## src/hdl/itd_drain_regs.vh

```
// Purpose: constants for the translation cache and request drain block
// Assumes: 40 MHz clock, 32-bit register port
// Notes: offsets are byte addresses of aligned words
`ifndef ITD_DRAIN_REGS_VH
`define ITD_DRAIN_REGS_VH
`define ITD_OFF_CAP 8'h00
`define ITD_OFF_GCMD 8'h04
`define ITD_OFF_GSTS 8'h08
`define ITD_OFF_INV 8'h0C
`define ITD_OFF_INV_ADDR 8'h10
`define ITD_OFF_QCMD 8'h14
`define ITD_OFF_QSTS 8'h18
`define ITD_OFF_PEND 8'h1C
`define ITD_CAP_DRAIN_BIT 0
`define ITD_GCMD_EN_BIT 0
`define ITD_GCMD_DIS_DRAIN_BIT 1
`define ITD_INV_BUSY_BIT 31
`define ITD_INV_DR_BIT 30
`define ITD_INV_DW_BIT 29
`define ITD_INV_GRAN_LSB 27
`define ITD_INV_MASK_LSB 16
`define ITD_QCMD_WAIT_BIT 31
`define ITD_QCMD_PASID_BIT 30
`define ITD_GRAN_GLOBAL 2'h1
`define ITD_GRAN_DOMAIN 2'h2
`define ITD_GRAN_PAGE 2'h3
`define ITD_AT_UNTRANSLATED 2'h0
`define ITD_AT_TRANSLATED 2'h2
`define ITD_PAGE_SHIFT 12
`define ITD_DEPTH 8
`define ITD_TLB_DEPTH 16
`endif

```

## src/hdl/itd_drain.v

```verilog
// Purpose: translation cache fill and non-committed request draining
// Assumes: register port with one-cycle read data; memory acks per tag
// Notes: request tracker holds eight entries
//
// Functional notes
// never cache entries whose present flag clear
// never cache entries whose accessed flag clear
// stale or new entry value both acceptable
// cached entries kept until explicitly invalidated; code also clears all entries when a translation enable or disable drain starts
// upper-level fill allowed without valid leaf
// cached hit need not re-set accessed/dirty
// capability register advertises drain support
// write drained when globally visible ack
// read drained when all data returned
// only memory-targeted requests are drained
// only untranslated address type drained
// endpoint settles translated reads before completion
// ats completion handled after prior posted
// drain before setting translation enabled status
// optional drain when remapping disabled
// register invalidate drains before busy clears
// queued drain finishes before next wait
// global invalidate drains every request
// domain invalidate drains matching domain only
// page invalidate drains domain and overlap
// pasid-based invalidate always drains both
// requests tagged with domain and address
`timescale 1ns/1ps
`include "itd_drain_regs.vh"
module itd_drain
(
	input wire clk_i,
	input wire rst_n_i,
	input wire [7:0] reg_addr_i,
	input wire [31:0] reg_wdata_i,
	input wire reg_wr_i,
	input wire reg_rd_i,
	output reg [31:0] reg_rdata_o,
	input wire req_valid_i,
	input wire req_write_i,
	input wire req_mem_i,
	input wire [1:0] req_at_i,
	input wire [15:0] req_domain_i,
	input wire [35:0] req_page_i,
	output reg req_ready_o,
	output reg [2:0] req_tag_o,
	input wire done_valid_i,
	input wire [2:0] done_tag_i,
	input wire done_last_i,
	input wire fill_valid_i,
	input wire fill_present_i,
	input wire fill_accessed_i,
	input wire fill_leaf_i,
	input wire [3:0] fill_idx_i,
	input wire [47:0] fill_data_i,
	input wire [3:0] lookup_idx_i,
	output reg [47:0] lookup_data_o,
	output reg lookup_hit_o,
	input wire ats_cpl_valid_i,
	input wire posted_ahead_i,
	output reg ats_cpl_taken_o,
	output reg translation_enabled_status_o
);
	localparam ST_IDLE = 3'b001;
	localparam ST_DRAIN = 3'b010;
	localparam ST_DONE = 3'b100;
	parameter DRAIN_SUPPORTED = 1'b1;

	reg [`ITD_DEPTH-1:0] pend_reg;
	reg [`ITD_DEPTH-1:0] pend_wr_reg;
	reg [15:0] dom_reg [0:`ITD_DEPTH-1];
	reg [35:0] page_reg [0:`ITD_DEPTH-1];
	reg [`ITD_DEPTH-1:0] watch_reg;
	reg [`ITD_DEPTH-1:0] watch_next;
	reg [2:0] state_reg;
	reg [2:0] src_reg;
	reg en_cmd_reg;
	reg dis_drain_reg;
	reg tes_reg;
	reg inv_busy_reg;
	reg inv_dr_reg;
	reg inv_dw_reg;
	reg [1:0] inv_gran_reg;
	reg [5:0] inv_mask_reg;
	reg [15:0] inv_dom_reg;
	reg [35:0] inv_page_reg;
	reg q_busy_reg;
	reg q_wait_done_reg;
	reg ats_prev_reg;
	reg ats_pend_reg;
	reg [2:0] free_idx;
	reg free_any;
	reg [35:0] amask;
	reg sel_dr;
	reg sel_dw;
	reg [1:0] sel_gran;
	reg start;
	integer i;
	wire ats_sync;
	wire [47:0] mem_rdata;
	wire mem_rvalid;
	wire fill_ok;
	wire track;
	wire take;

	itd_sync3 u_ats_sync
	(
		.clk_i(clk_i),
		.rst_n_i(rst_n_i),
		.d_i(ats_cpl_valid_i),
		.q_o(ats_sync)
	);

	// fills with clear present or accessed flag are dropped; upper levels allowed
	assign fill_ok = fill_valid_i & fill_present_i & fill_accessed_i;

	itd_tlb_mem u_tlb
	(
		.clk_i(clk_i),
		.rst_n_i(rst_n_i),
		.wr_i(fill_ok),
		.wr_idx_i(fill_idx_i),
		.wr_data_i(fill_data_i),
		.clr_all_i(start & (sel_gran == `ITD_GRAN_GLOBAL)),
		.rd_idx_i(lookup_idx_i),
		.rd_data_o(mem_rdata),
		.rd_valid_o(mem_rvalid)
	);

	// hits return the cached copy with no flag write-back and no ageing
	always @(posedge clk_i)
	begin
		if (!rst_n_i)
		begin
			lookup_data_o <= 48'h0;
			lookup_hit_o <= 1'b0;
		end
		else
		begin
			lookup_data_o <= mem_rdata;
			lookup_hit_o <= mem_rvalid;
		end
	end

	always @*
	begin
		free_idx = 3'h0;
		free_any = 1'b0;
		for (i = `ITD_DEPTH - 1; i >= 0; i = i - 1)
		begin
			if (!pend_reg[i])
			begin
				free_idx = i[2:0];
				free_any = 1'b1;
			end
		end
	end

	assign track = req_mem_i & (req_at_i == `ITD_AT_UNTRANSLATED);
	assign take = req_valid_i & req_ready_o;

	// command decode from either submission path
	always @*
	begin
		sel_dr = 1'b0;
		sel_dw = 1'b0;
		sel_gran = `ITD_GRAN_GLOBAL;
		start = 1'b0;
		if (state_reg == ST_IDLE)
		begin
			if (en_cmd_reg && !tes_reg)
			begin
				start = 1'b1;
				sel_dr = 1'b1;
				sel_dw = 1'b1;
			end
			else if (!en_cmd_reg && tes_reg && dis_drain_reg)
			begin
				start = 1'b1;
				sel_dr = 1'b1;
				sel_dw = 1'b1;
			end
			else if (inv_busy_reg)
			begin
				start = 1'b1;
				sel_dr = inv_dr_reg;
				sel_dw = inv_dw_reg;
				sel_gran = inv_gran_reg;
			end
			else if (q_busy_reg)
			begin
				start = 1'b1;
				sel_dr = inv_dr_reg;
				sel_dw = inv_dw_reg;
				sel_gran = inv_gran_reg;
			end
		end
	end

	always @*
	begin
		amask = ~36'h0 << inv_mask_reg;
		for (i = 0; i < `ITD_DEPTH; i = i + 1)
		begin
			case (sel_gran)
			`ITD_GRAN_DOMAIN:
				watch_next[i] = pend_reg[i] & (dom_reg[i] == inv_dom_reg);
			`ITD_GRAN_PAGE:
				watch_next[i] = pend_reg[i] & (dom_reg[i] == inv_dom_reg) &
					((page_reg[i] & amask) == (inv_page_reg & amask));
			default:
				watch_next[i] = pend_reg[i];
			endcase
			watch_next[i] = watch_next[i] & (pend_wr_reg[i] ? sel_dw : sel_dr);
		end
	end

	// tracker of non-committed requests, tagged for selective drains
	always @(posedge clk_i)
	begin
		if (!rst_n_i)
		begin
			pend_reg <= {`ITD_DEPTH{1'b0}};
			pend_wr_reg <= {`ITD_DEPTH{1'b0}};
			req_ready_o <= 1'b0;
			req_tag_o <= 3'h0;
		end
		else
		begin
			if (done_valid_i && (done_last_i || pend_wr_reg[done_tag_i]))
				pend_reg[done_tag_i] <= 1'b0;
			// slot named by the tag already shown, so tracker and far side agree
			if (take && track)
			begin
				pend_reg[req_tag_o] <= 1'b1;
				pend_wr_reg[req_tag_o] <= req_write_i;
				dom_reg[req_tag_o] <= req_domain_i;
				page_reg[req_tag_o] <= req_page_i;
			end
			req_tag_o <= free_idx;
			req_ready_o <= free_any & ~(take & track);
		end
	end

	// drain sequencer
	always @(posedge clk_i)
	begin
		if (!rst_n_i)
		begin
			state_reg <= ST_IDLE;
			watch_reg <= {`ITD_DEPTH{1'b0}};
			src_reg <= 3'h0;
			tes_reg <= 1'b0;
			translation_enabled_status_o <= 1'b0;
			q_wait_done_reg <= 1'b0;
		end
		else
		begin
			translation_enabled_status_o <= tes_reg;
			case (state_reg)
			ST_IDLE:
			begin
				if (start)
				begin
					watch_reg <= watch_next;
					src_reg <= {inv_busy_reg & ~(en_cmd_reg ^ tes_reg), en_cmd_reg & ~tes_reg,
						~en_cmd_reg & tes_reg};
					state_reg <= ST_DRAIN;
				end
				q_wait_done_reg <= 1'b0;
			end
			ST_DRAIN:
			begin
				watch_reg <= watch_reg & pend_reg;
				if ((watch_reg & pend_reg) == {`ITD_DEPTH{1'b0}})
					state_reg <= ST_DONE;
			end
			ST_DONE:
			begin
				if (src_reg[1])
					tes_reg <= 1'b1;
				else if (src_reg[0])
					tes_reg <= 1'b0;
				else if (!src_reg[2])
					q_wait_done_reg <= 1'b1;
				state_reg <= ST_IDLE;
			end
			default:
				state_reg <= ST_IDLE;
			endcase
			if (!en_cmd_reg && !dis_drain_reg && state_reg == ST_IDLE)
				tes_reg <= 1'b0;
		end
	end

	// ats completion waits for posted traffic ahead of it
	always @(posedge clk_i)
	begin
		if (!rst_n_i)
		begin
			ats_prev_reg <= 1'b0;
			ats_pend_reg <= 1'b0;
			ats_cpl_taken_o <= 1'b0;
		end
		else
		begin
			// one completion per rising edge of the message line
			ats_prev_reg <= ats_sync;
			if (ats_sync && !ats_prev_reg)
				ats_pend_reg <= 1'b1;
			else if (ats_pend_reg && !posted_ahead_i)
				ats_pend_reg <= 1'b0;
			ats_cpl_taken_o <= ats_pend_reg & ~posted_ahead_i;
		end
	end

	// register port
	always @(posedge clk_i)
	begin
		if (!rst_n_i)
		begin
			en_cmd_reg <= 1'b0;
			dis_drain_reg <= 1'b0;
			inv_busy_reg <= 1'b0;
			inv_dr_reg <= 1'b0;
			inv_dw_reg <= 1'b0;
			inv_gran_reg <= `ITD_GRAN_GLOBAL;
			inv_mask_reg <= 6'h0;
			inv_dom_reg <= 16'h0;
			inv_page_reg <= 36'h0;
			q_busy_reg <= 1'b0;
			reg_rdata_o <= 32'h0;
		end
		else
		begin
			if (state_reg == ST_DONE && src_reg[2])
				inv_busy_reg <= 1'b0;
			if (state_reg == ST_DONE && !src_reg[2] && !src_reg[1] && !src_reg[0])
				q_busy_reg <= 1'b0;
			if (reg_wr_i)
			begin
				case (reg_addr_i)
				`ITD_OFF_GCMD:
				begin
					en_cmd_reg <= reg_wdata_i[`ITD_GCMD_EN_BIT];
					dis_drain_reg <= reg_wdata_i[`ITD_GCMD_DIS_DRAIN_BIT];
				end
				`ITD_OFF_INV:
				begin
					if (!inv_busy_reg && !q_busy_reg && reg_wdata_i[`ITD_INV_BUSY_BIT])
					begin
						inv_busy_reg <= 1'b1;
						inv_dr_reg <= reg_wdata_i[`ITD_INV_DR_BIT];
						inv_dw_reg <= reg_wdata_i[`ITD_INV_DW_BIT];
						inv_gran_reg <= reg_wdata_i[`ITD_INV_GRAN_LSB+1:`ITD_INV_GRAN_LSB];
						inv_mask_reg <= reg_wdata_i[`ITD_INV_MASK_LSB+5:`ITD_INV_MASK_LSB];
						inv_dom_reg <= reg_wdata_i[15:0];
					end
				end
				`ITD_OFF_INV_ADDR:
					inv_page_reg <= {4'h0, reg_wdata_i};
				`ITD_OFF_QCMD:
				begin
					if (!inv_busy_reg && !q_busy_reg && reg_wdata_i[`ITD_QCMD_WAIT_BIT])
					begin
						q_busy_reg <= 1'b1;
						inv_dr_reg <= reg_wdata_i[`ITD_INV_DR_BIT] | reg_wdata_i[`ITD_QCMD_PASID_BIT];
						inv_dw_reg <= reg_wdata_i[`ITD_INV_DW_BIT] | reg_wdata_i[`ITD_QCMD_PASID_BIT];
						inv_gran_reg <= reg_wdata_i[`ITD_INV_GRAN_LSB+1:`ITD_INV_GRAN_LSB];
						inv_mask_reg <= reg_wdata_i[`ITD_INV_MASK_LSB+5:`ITD_INV_MASK_LSB];
						inv_dom_reg <= reg_wdata_i[15:0];
					end
				end
				default:
					dis_drain_reg <= dis_drain_reg;
				endcase
			end
			if (reg_rd_i)
			begin
				case (reg_addr_i)
				`ITD_OFF_CAP:
					reg_rdata_o <= {31'h0, DRAIN_SUPPORTED};
				`ITD_OFF_GCMD:
					reg_rdata_o <= {30'h0, dis_drain_reg, en_cmd_reg};
				`ITD_OFF_GSTS:
					reg_rdata_o <= {31'h0, tes_reg};
				`ITD_OFF_INV:
					reg_rdata_o <= {inv_busy_reg, inv_dr_reg, inv_dw_reg, inv_gran_reg, 5'h0,
						inv_mask_reg, inv_dom_reg};
				`ITD_OFF_INV_ADDR:
					reg_rdata_o <= inv_page_reg[31:0];
				`ITD_OFF_QSTS:
					reg_rdata_o <= {q_busy_reg, q_wait_done_reg, 30'h0};
				`ITD_OFF_PEND:
					reg_rdata_o <= {24'h0, pend_reg};
				default:
					reg_rdata_o <= 32'h0;
				endcase
			end
			else
				reg_rdata_o <= 32'h0;
		end
	end
endmodule

```

## src/hdl/itd_sync3.v

```verilog
// Purpose: three-stage synchroniser with agreement filter
// Assumes: single clock domain clk_i
// Notes: output changes once stages two and three agree
`timescale 1ns/1ps
module itd_sync3
(
	input wire clk_i,
	input wire rst_n_i,
	input wire d_i,
	output reg q_o
);
	reg s1_reg;
	reg s2_reg;
	reg s3_reg;
	always @(posedge clk_i)
	begin
		if (!rst_n_i)
		begin
			s1_reg <= 1'b0;
			s2_reg <= 1'b0;
			s3_reg <= 1'b0;
			q_o <= 1'b0;
		end
		else
		begin
			s1_reg <= d_i;
			s2_reg <= s1_reg;
			s3_reg <= s2_reg;
			if (s2_reg == s3_reg)
				q_o <= s3_reg;
		end
	end
endmodule

```

## src/hdl/itd_tlb_mem.v

```verilog
// Purpose: small translation cache storage
// Assumes: one write and one registered read per cycle
// Notes: entries are never aged out
`timescale 1ns/1ps
`include "itd_drain_regs.vh"
module itd_tlb_mem
(
	input wire clk_i,
	input wire rst_n_i,
	input wire wr_i,
	input wire [3:0] wr_idx_i,
	input wire [47:0] wr_data_i,
	input wire clr_all_i,
	input wire [3:0] rd_idx_i,
	output reg [47:0] rd_data_o,
	output reg rd_valid_o
);
	reg [47:0] mem [0:`ITD_TLB_DEPTH-1];
	reg [`ITD_TLB_DEPTH-1:0] valid_reg;
	always @(posedge clk_i)
	begin
		if (wr_i)
			mem[wr_idx_i] <= wr_data_i;
		rd_data_o <= mem[rd_idx_i];
	end
	always @(posedge clk_i)
	begin
		if (!rst_n_i)
		begin
			valid_reg <= {`ITD_TLB_DEPTH{1'b0}};
			rd_valid_o <= 1'b0;
		end
		else
		begin
			if (clr_all_i)
				valid_reg <= {`ITD_TLB_DEPTH{1'b0}};
			else if (wr_i)
				valid_reg[wr_idx_i] <= 1'b1;
			rd_valid_o <= valid_reg[rd_idx_i] & ~(clr_all_i | (wr_i && wr_idx_i == rd_idx_i));
		end
	end
endmodule

```

## config.mk

```make
export PLATFORM = sky130hd
export DESIGN_NAME = itd_drain
export DESIGN_NICKNAME = d
export VERILOG_FILES = /design/src/hdl/itd_drain.v /design/src/hdl/itd_sync3.v /design/src/hdl/itd_tlb_mem.v
export VERILOG_INCLUDE_DIRS = /design/src /design/src/hdl
export SDC_FILE = /design/constraint.sdc
export NUM_CORES = 2
export LEC_CHECK = 0
export BUFFER_PORTS_ARGS = -buffer_cell sky130_fd_sc_hd__buf_4
export CORE_ASPECT_RATIO = 0.7
export CORE_UTILIZATION = 43
export CTS_BUF_LIST = sky130_fd_sc_hd__clkbuf_2
export DETAILED_ROUTE_END_ITERATION = 12
export SLEW_MARGIN = 20
export SYNTH_ARGS = -nofsm -noshare
export SYNTH_HDL_FRONTEND = slang
export SYNTH_SLANG_ARGS = --single-unit
```

## constraint.sdc

```tcl
create_clock -name clk_i -period 6.3 [get_ports clk_i]
set_input_delay 0.63 -clock clk_i [delete_from_list [all_inputs] [get_ports clk_i]]
set_output_delay 0.63 -clock clk_i [all_outputs]
set_load 0.01 [all_outputs]
```

==> run summary <==
====================================================================================
Required time of the critical path ....................................      7910 ps
Via count of the first global-routing pass ............................        33.1k
Warnings, synthesis ...................................................            0
Critical path class ...................................................    in -> reg
Global routing usage summed across all routing layers .................        23.8%
Number of antenna violations at the first check in global routing .....           10
Per-instance average area after synthesis .............................     17.5 um2
Launch instance of the worst register-to-register path ................ inv_mask_reg[4]$_SDFFE_PN0P_
Count of flip-flops with a built-in enable after synthesis ............         1184
Post-route core utilization ...........................................        52.3%
Filler cell count .....................................................        10.5k
Highest attainable clock frequency ....................................      214 MHz
Detailed router's first-iteration violation count .....................         3841
Number of CTS-inserted buffers ........................................          354
Area of the die .......................................................   130000 um2
Proportion of layout cells with a drive suffix above 1 ................        27.4%
Gate count of the mapped netlist ......................................         3169
Most frequently used flop master after synthesis ......................     edfxtp_1
Clock latency at the later pin of the worst-skew pair .................      1670 ps
Flip-flop count of the largest register, all copies and words added ...          768
Crit path from ........................................................ reg_addr_i[6]
Initial core utilization ..............................................        43.6%
Final number of setup-violating endpoints .............................            0
Share of flip-flops with an asynchronous set or reset after synthesis .           0%
Cell area after synthesis .............................................    55400 um2
Port Buf Inserts ......................................................          253
Number of primary I/O pins ............................................          255
Unrepaired setup endpoints after global routing .......................        false
Tightest slew margin relative to the limit ............................        25.4%
Total detailed-routing wirelength .....................................    155000 um
Setup Slack @ Placement ...............................................      2580 ps
Max-slew violations ...................................................            0
Total number of nets in the final design ..............................         4228
Internal reg-to-reg setup slack .......................................      2410 ps
DR DRC count ..........................................................            0
Most common cell in the netlist .......................................     edfxtp_1
Via count .............................................................        33.0k
Share of the yosys chip area belonging to registers ...................        73.3%
Routed wire per std cell ..............................................      25.7 um
LEAKAGE ...............................................................    0.0225 uW
Final sum of negative setup slack .....................................         0 ps
Type of element launching the critical path ...........................    input pin
Worst clock skew ......................................................       143 ps
Vias/cell .............................................................         5.45
Placed cell areas .....................................................    59600 um2
Most area-consuming cells after synthesis ............................. edfxtp_1 64%, mux4_2 10%, dfxtp_1 9.1%
Share of the synthesized area in the top cell type ....................        64.2%
Layout overhead on the synthesized area ...............................        20.0%
Worst setup margin ....................................................      1630 ps
Routability-driven placement congestion ratio .........................        0.942
# Post-CTS Setup Buffers ..............................................            0
Count of max-cap constraint violations ................................            0
Leftover overflow at the end of global routing ........................            0
TritonCTS Sinks .......................................................         1436
Placed cells ..........................................................         5049
Number of nets still failing antenna checks after routing .............            0
Largest buffer count on any clock path ................................            4
CTS root buf ..........................................................     clkbuf_2
Pwr/cell area .........................................................   261 nW/um2
Depth of the most critical reg-to-reg path ............................            7
Arrival time reported for the critical path endpoint ..................      6280 ps
Min cycle time layout .................................................      4670 ps
Critical Path Sink .................................................... inv_page_reg[28]$_SDFFE_PN0P_
Pin count of the biggest net entering global routing ..................          108
Status ................................................................ finished clean
H-tree depth ..........................................................            5
Row cnt ...............................................................          109
First-pass GRT wire length ............................................    224000 um
Synthesis-stage register bit count ....................................         1436
Width of the die ......................................................       431 um
Netlist cell types ....................................................           76
Post-synth top area cell ..............................................     edfxtp_1
Router iterations before antenna repair ...............................            6
Critical Path End Type ................................................    flip-flop
Total core area .......................................................   127000 um2
Leading cell types by count after synthesis ........................... 1184 x edfxtp_1, 258 x xnor2_1, 252 x dfxtp_1, 247 x mux4_2, 183 x nand2_1
Fin crit share ........................................................        74.1%
Placed wire-length estimate ...........................................     89100 um
RR Endpoint ........................................................... watch_reg[7]$_SDFFE_PN0P_
Post-route non-filler standard cell count .............................         6047
Final hold violation count ............................................            0
Final standard cell area without fillers ..............................    66500 um2
Highest ir drop seen on vdd ...........................................       151 uV
Crit-path max FO ......................................................           29
Synthesized net count .................................................         3339
TritonCTS clock tree ..................................................          yes
Worst min path class ..................................................    in -> reg
Chip height ...........................................................       302 um
Worst Tran Pin Value ..................................................      1120 ps
Clock transition at path regs .........................................       100 ps
====================================================================================
[stage by stage]
stage / total power [uW] / hold WS [ps]
floorplan: 10900 / 410
global placement: 11300 / 413
detailed placement: 11300 / 418
CTS: 17500 / 16.4
global route: 18000 / 69.7
finish: 17300 / 305
[how the worst min path moves through the flow]
stage	start	slack [ps]	cells after the start	to
final	req_mem_i	300	6	pend_wr_reg[3]$_SDFFE_PN0P_
after global routing	fill_idx_i[3]	70	4	u_tlb.mem[10][2]$_DFFE_PP_
after CTS	reg_wdata_i[26]	20	5	inv_page_reg[26]$_SDFFE_PN0P_
after detailed placement	u_tlb.rd_data_o[6]$_DFF_P_	420	1	lookup_data_o[6]$_SDFF_PN0_
after global placement	u_tlb.rd_data_o[5]$_DFF_P_	410	1	lookup_data_o[5]$_SDFF_PN0_
after floorplan	ats_pend_reg$_SDFFE_PN0P_	410	2	ats_cpl_taken_o$_SDFF_PN0_
[cell families (layout without fill, tap and decap cells)]
logic type	Yosys count	count (layout)	synth area share [%]
other	0	10	0
XOR/XNOR	383	383	6.06
AO/OA/AOI/OAI	359	359	4.36
AND/OR/NAND/NOR	544	544	4.61
adder cells (fa/ha/maj)	2	2	0.0452
buffers and inverters	184	1332	1.31
flip-flops	1436	1436	73.3
multiplexers	261	261	10.3
[repair_timing]
| action | CTS | global route |
|---|---|---|
| endpoints found under the hold margin | 2013 | 0 |
| resized for setup | 0 | 0 |
| hold buffers | 371 | 0 |
[area by class of cell]
type	instances	area, um2	area share (%)
antenna	10	25.0	0.0377
tap	1720	2150	3.24
clock inverter	75	374	0.563
inverter	17	63.8	0.0960
sequential	1436	40600	61.1
clock buffer	540	2700	4.07
timing repair buffer	700	6290	9.47
multi-input combinational	1549	14200	21.4
[layout by cell type (no fill, tap or decap), types with 6 or more instances in the layout]
master and instances:
inv_1 15, a22oi_1 35, xor2_1 125, o21ai_0 44, o2111ai_1 7, a221oi_1 11
nand2_1 183, buf_4 322, nand4_1 34, edfxtp_1 1184, a21oi_1 96, nor2_1 129
a222oi_1 7, buf_12 6, o2bb2ai_1 6, nor2_4 20, and2_1 60, mux4_2 247
clkbuf_2 540, diode_2 10, nand3_1 21, o221ai_1 14, mux2i_1 13, xnor2_1 258
or3_1 6, a211oi_1 11, nand2b_1 6, clkinv_1 58, dlygate4sd3_1 368, o21bai_1 6
o22ai_1 61, nor3_1 19, nor4_1 31, a2111oi_0 6, dfxtp_1 252, clkinv_2 11
[metal layers]
metal | GRT usage [%] | share of wire (%)
met4 | 7.65 | 1.8
met1 | 35.1 | 44
met2 | 34.0 | 44
met3 | 6.55 | 9.4
met5 | 0 | 0.0052
[report_power, final]
group / switching (uW) / total [uW] / leakage [uW] / internal, uW
registers: 34.6 / 10400 / 0.0127 / 10300
clock network: 3730 / 6100 / 0.00243 / 2370
logic: 408 / 839 / 0.00732 / 431
[worst max-delay path, cell delays in order]
cell,delay [ps]
dlygate4sd3_1,560
buf_4,120
dlygate4sd3_1,600
nor2_1,60
dlygate4sd3_1,570
and2_1,200
and3_1,190
dlygate4sd3_1,560
buf_4,250
nand2_1,150
buf_4,280
dlygate4sd3_1,1200
nand2_1,110
a21oi_1,180
dlygate4sd3_1,590
Power figures use the tool's default switching activity.
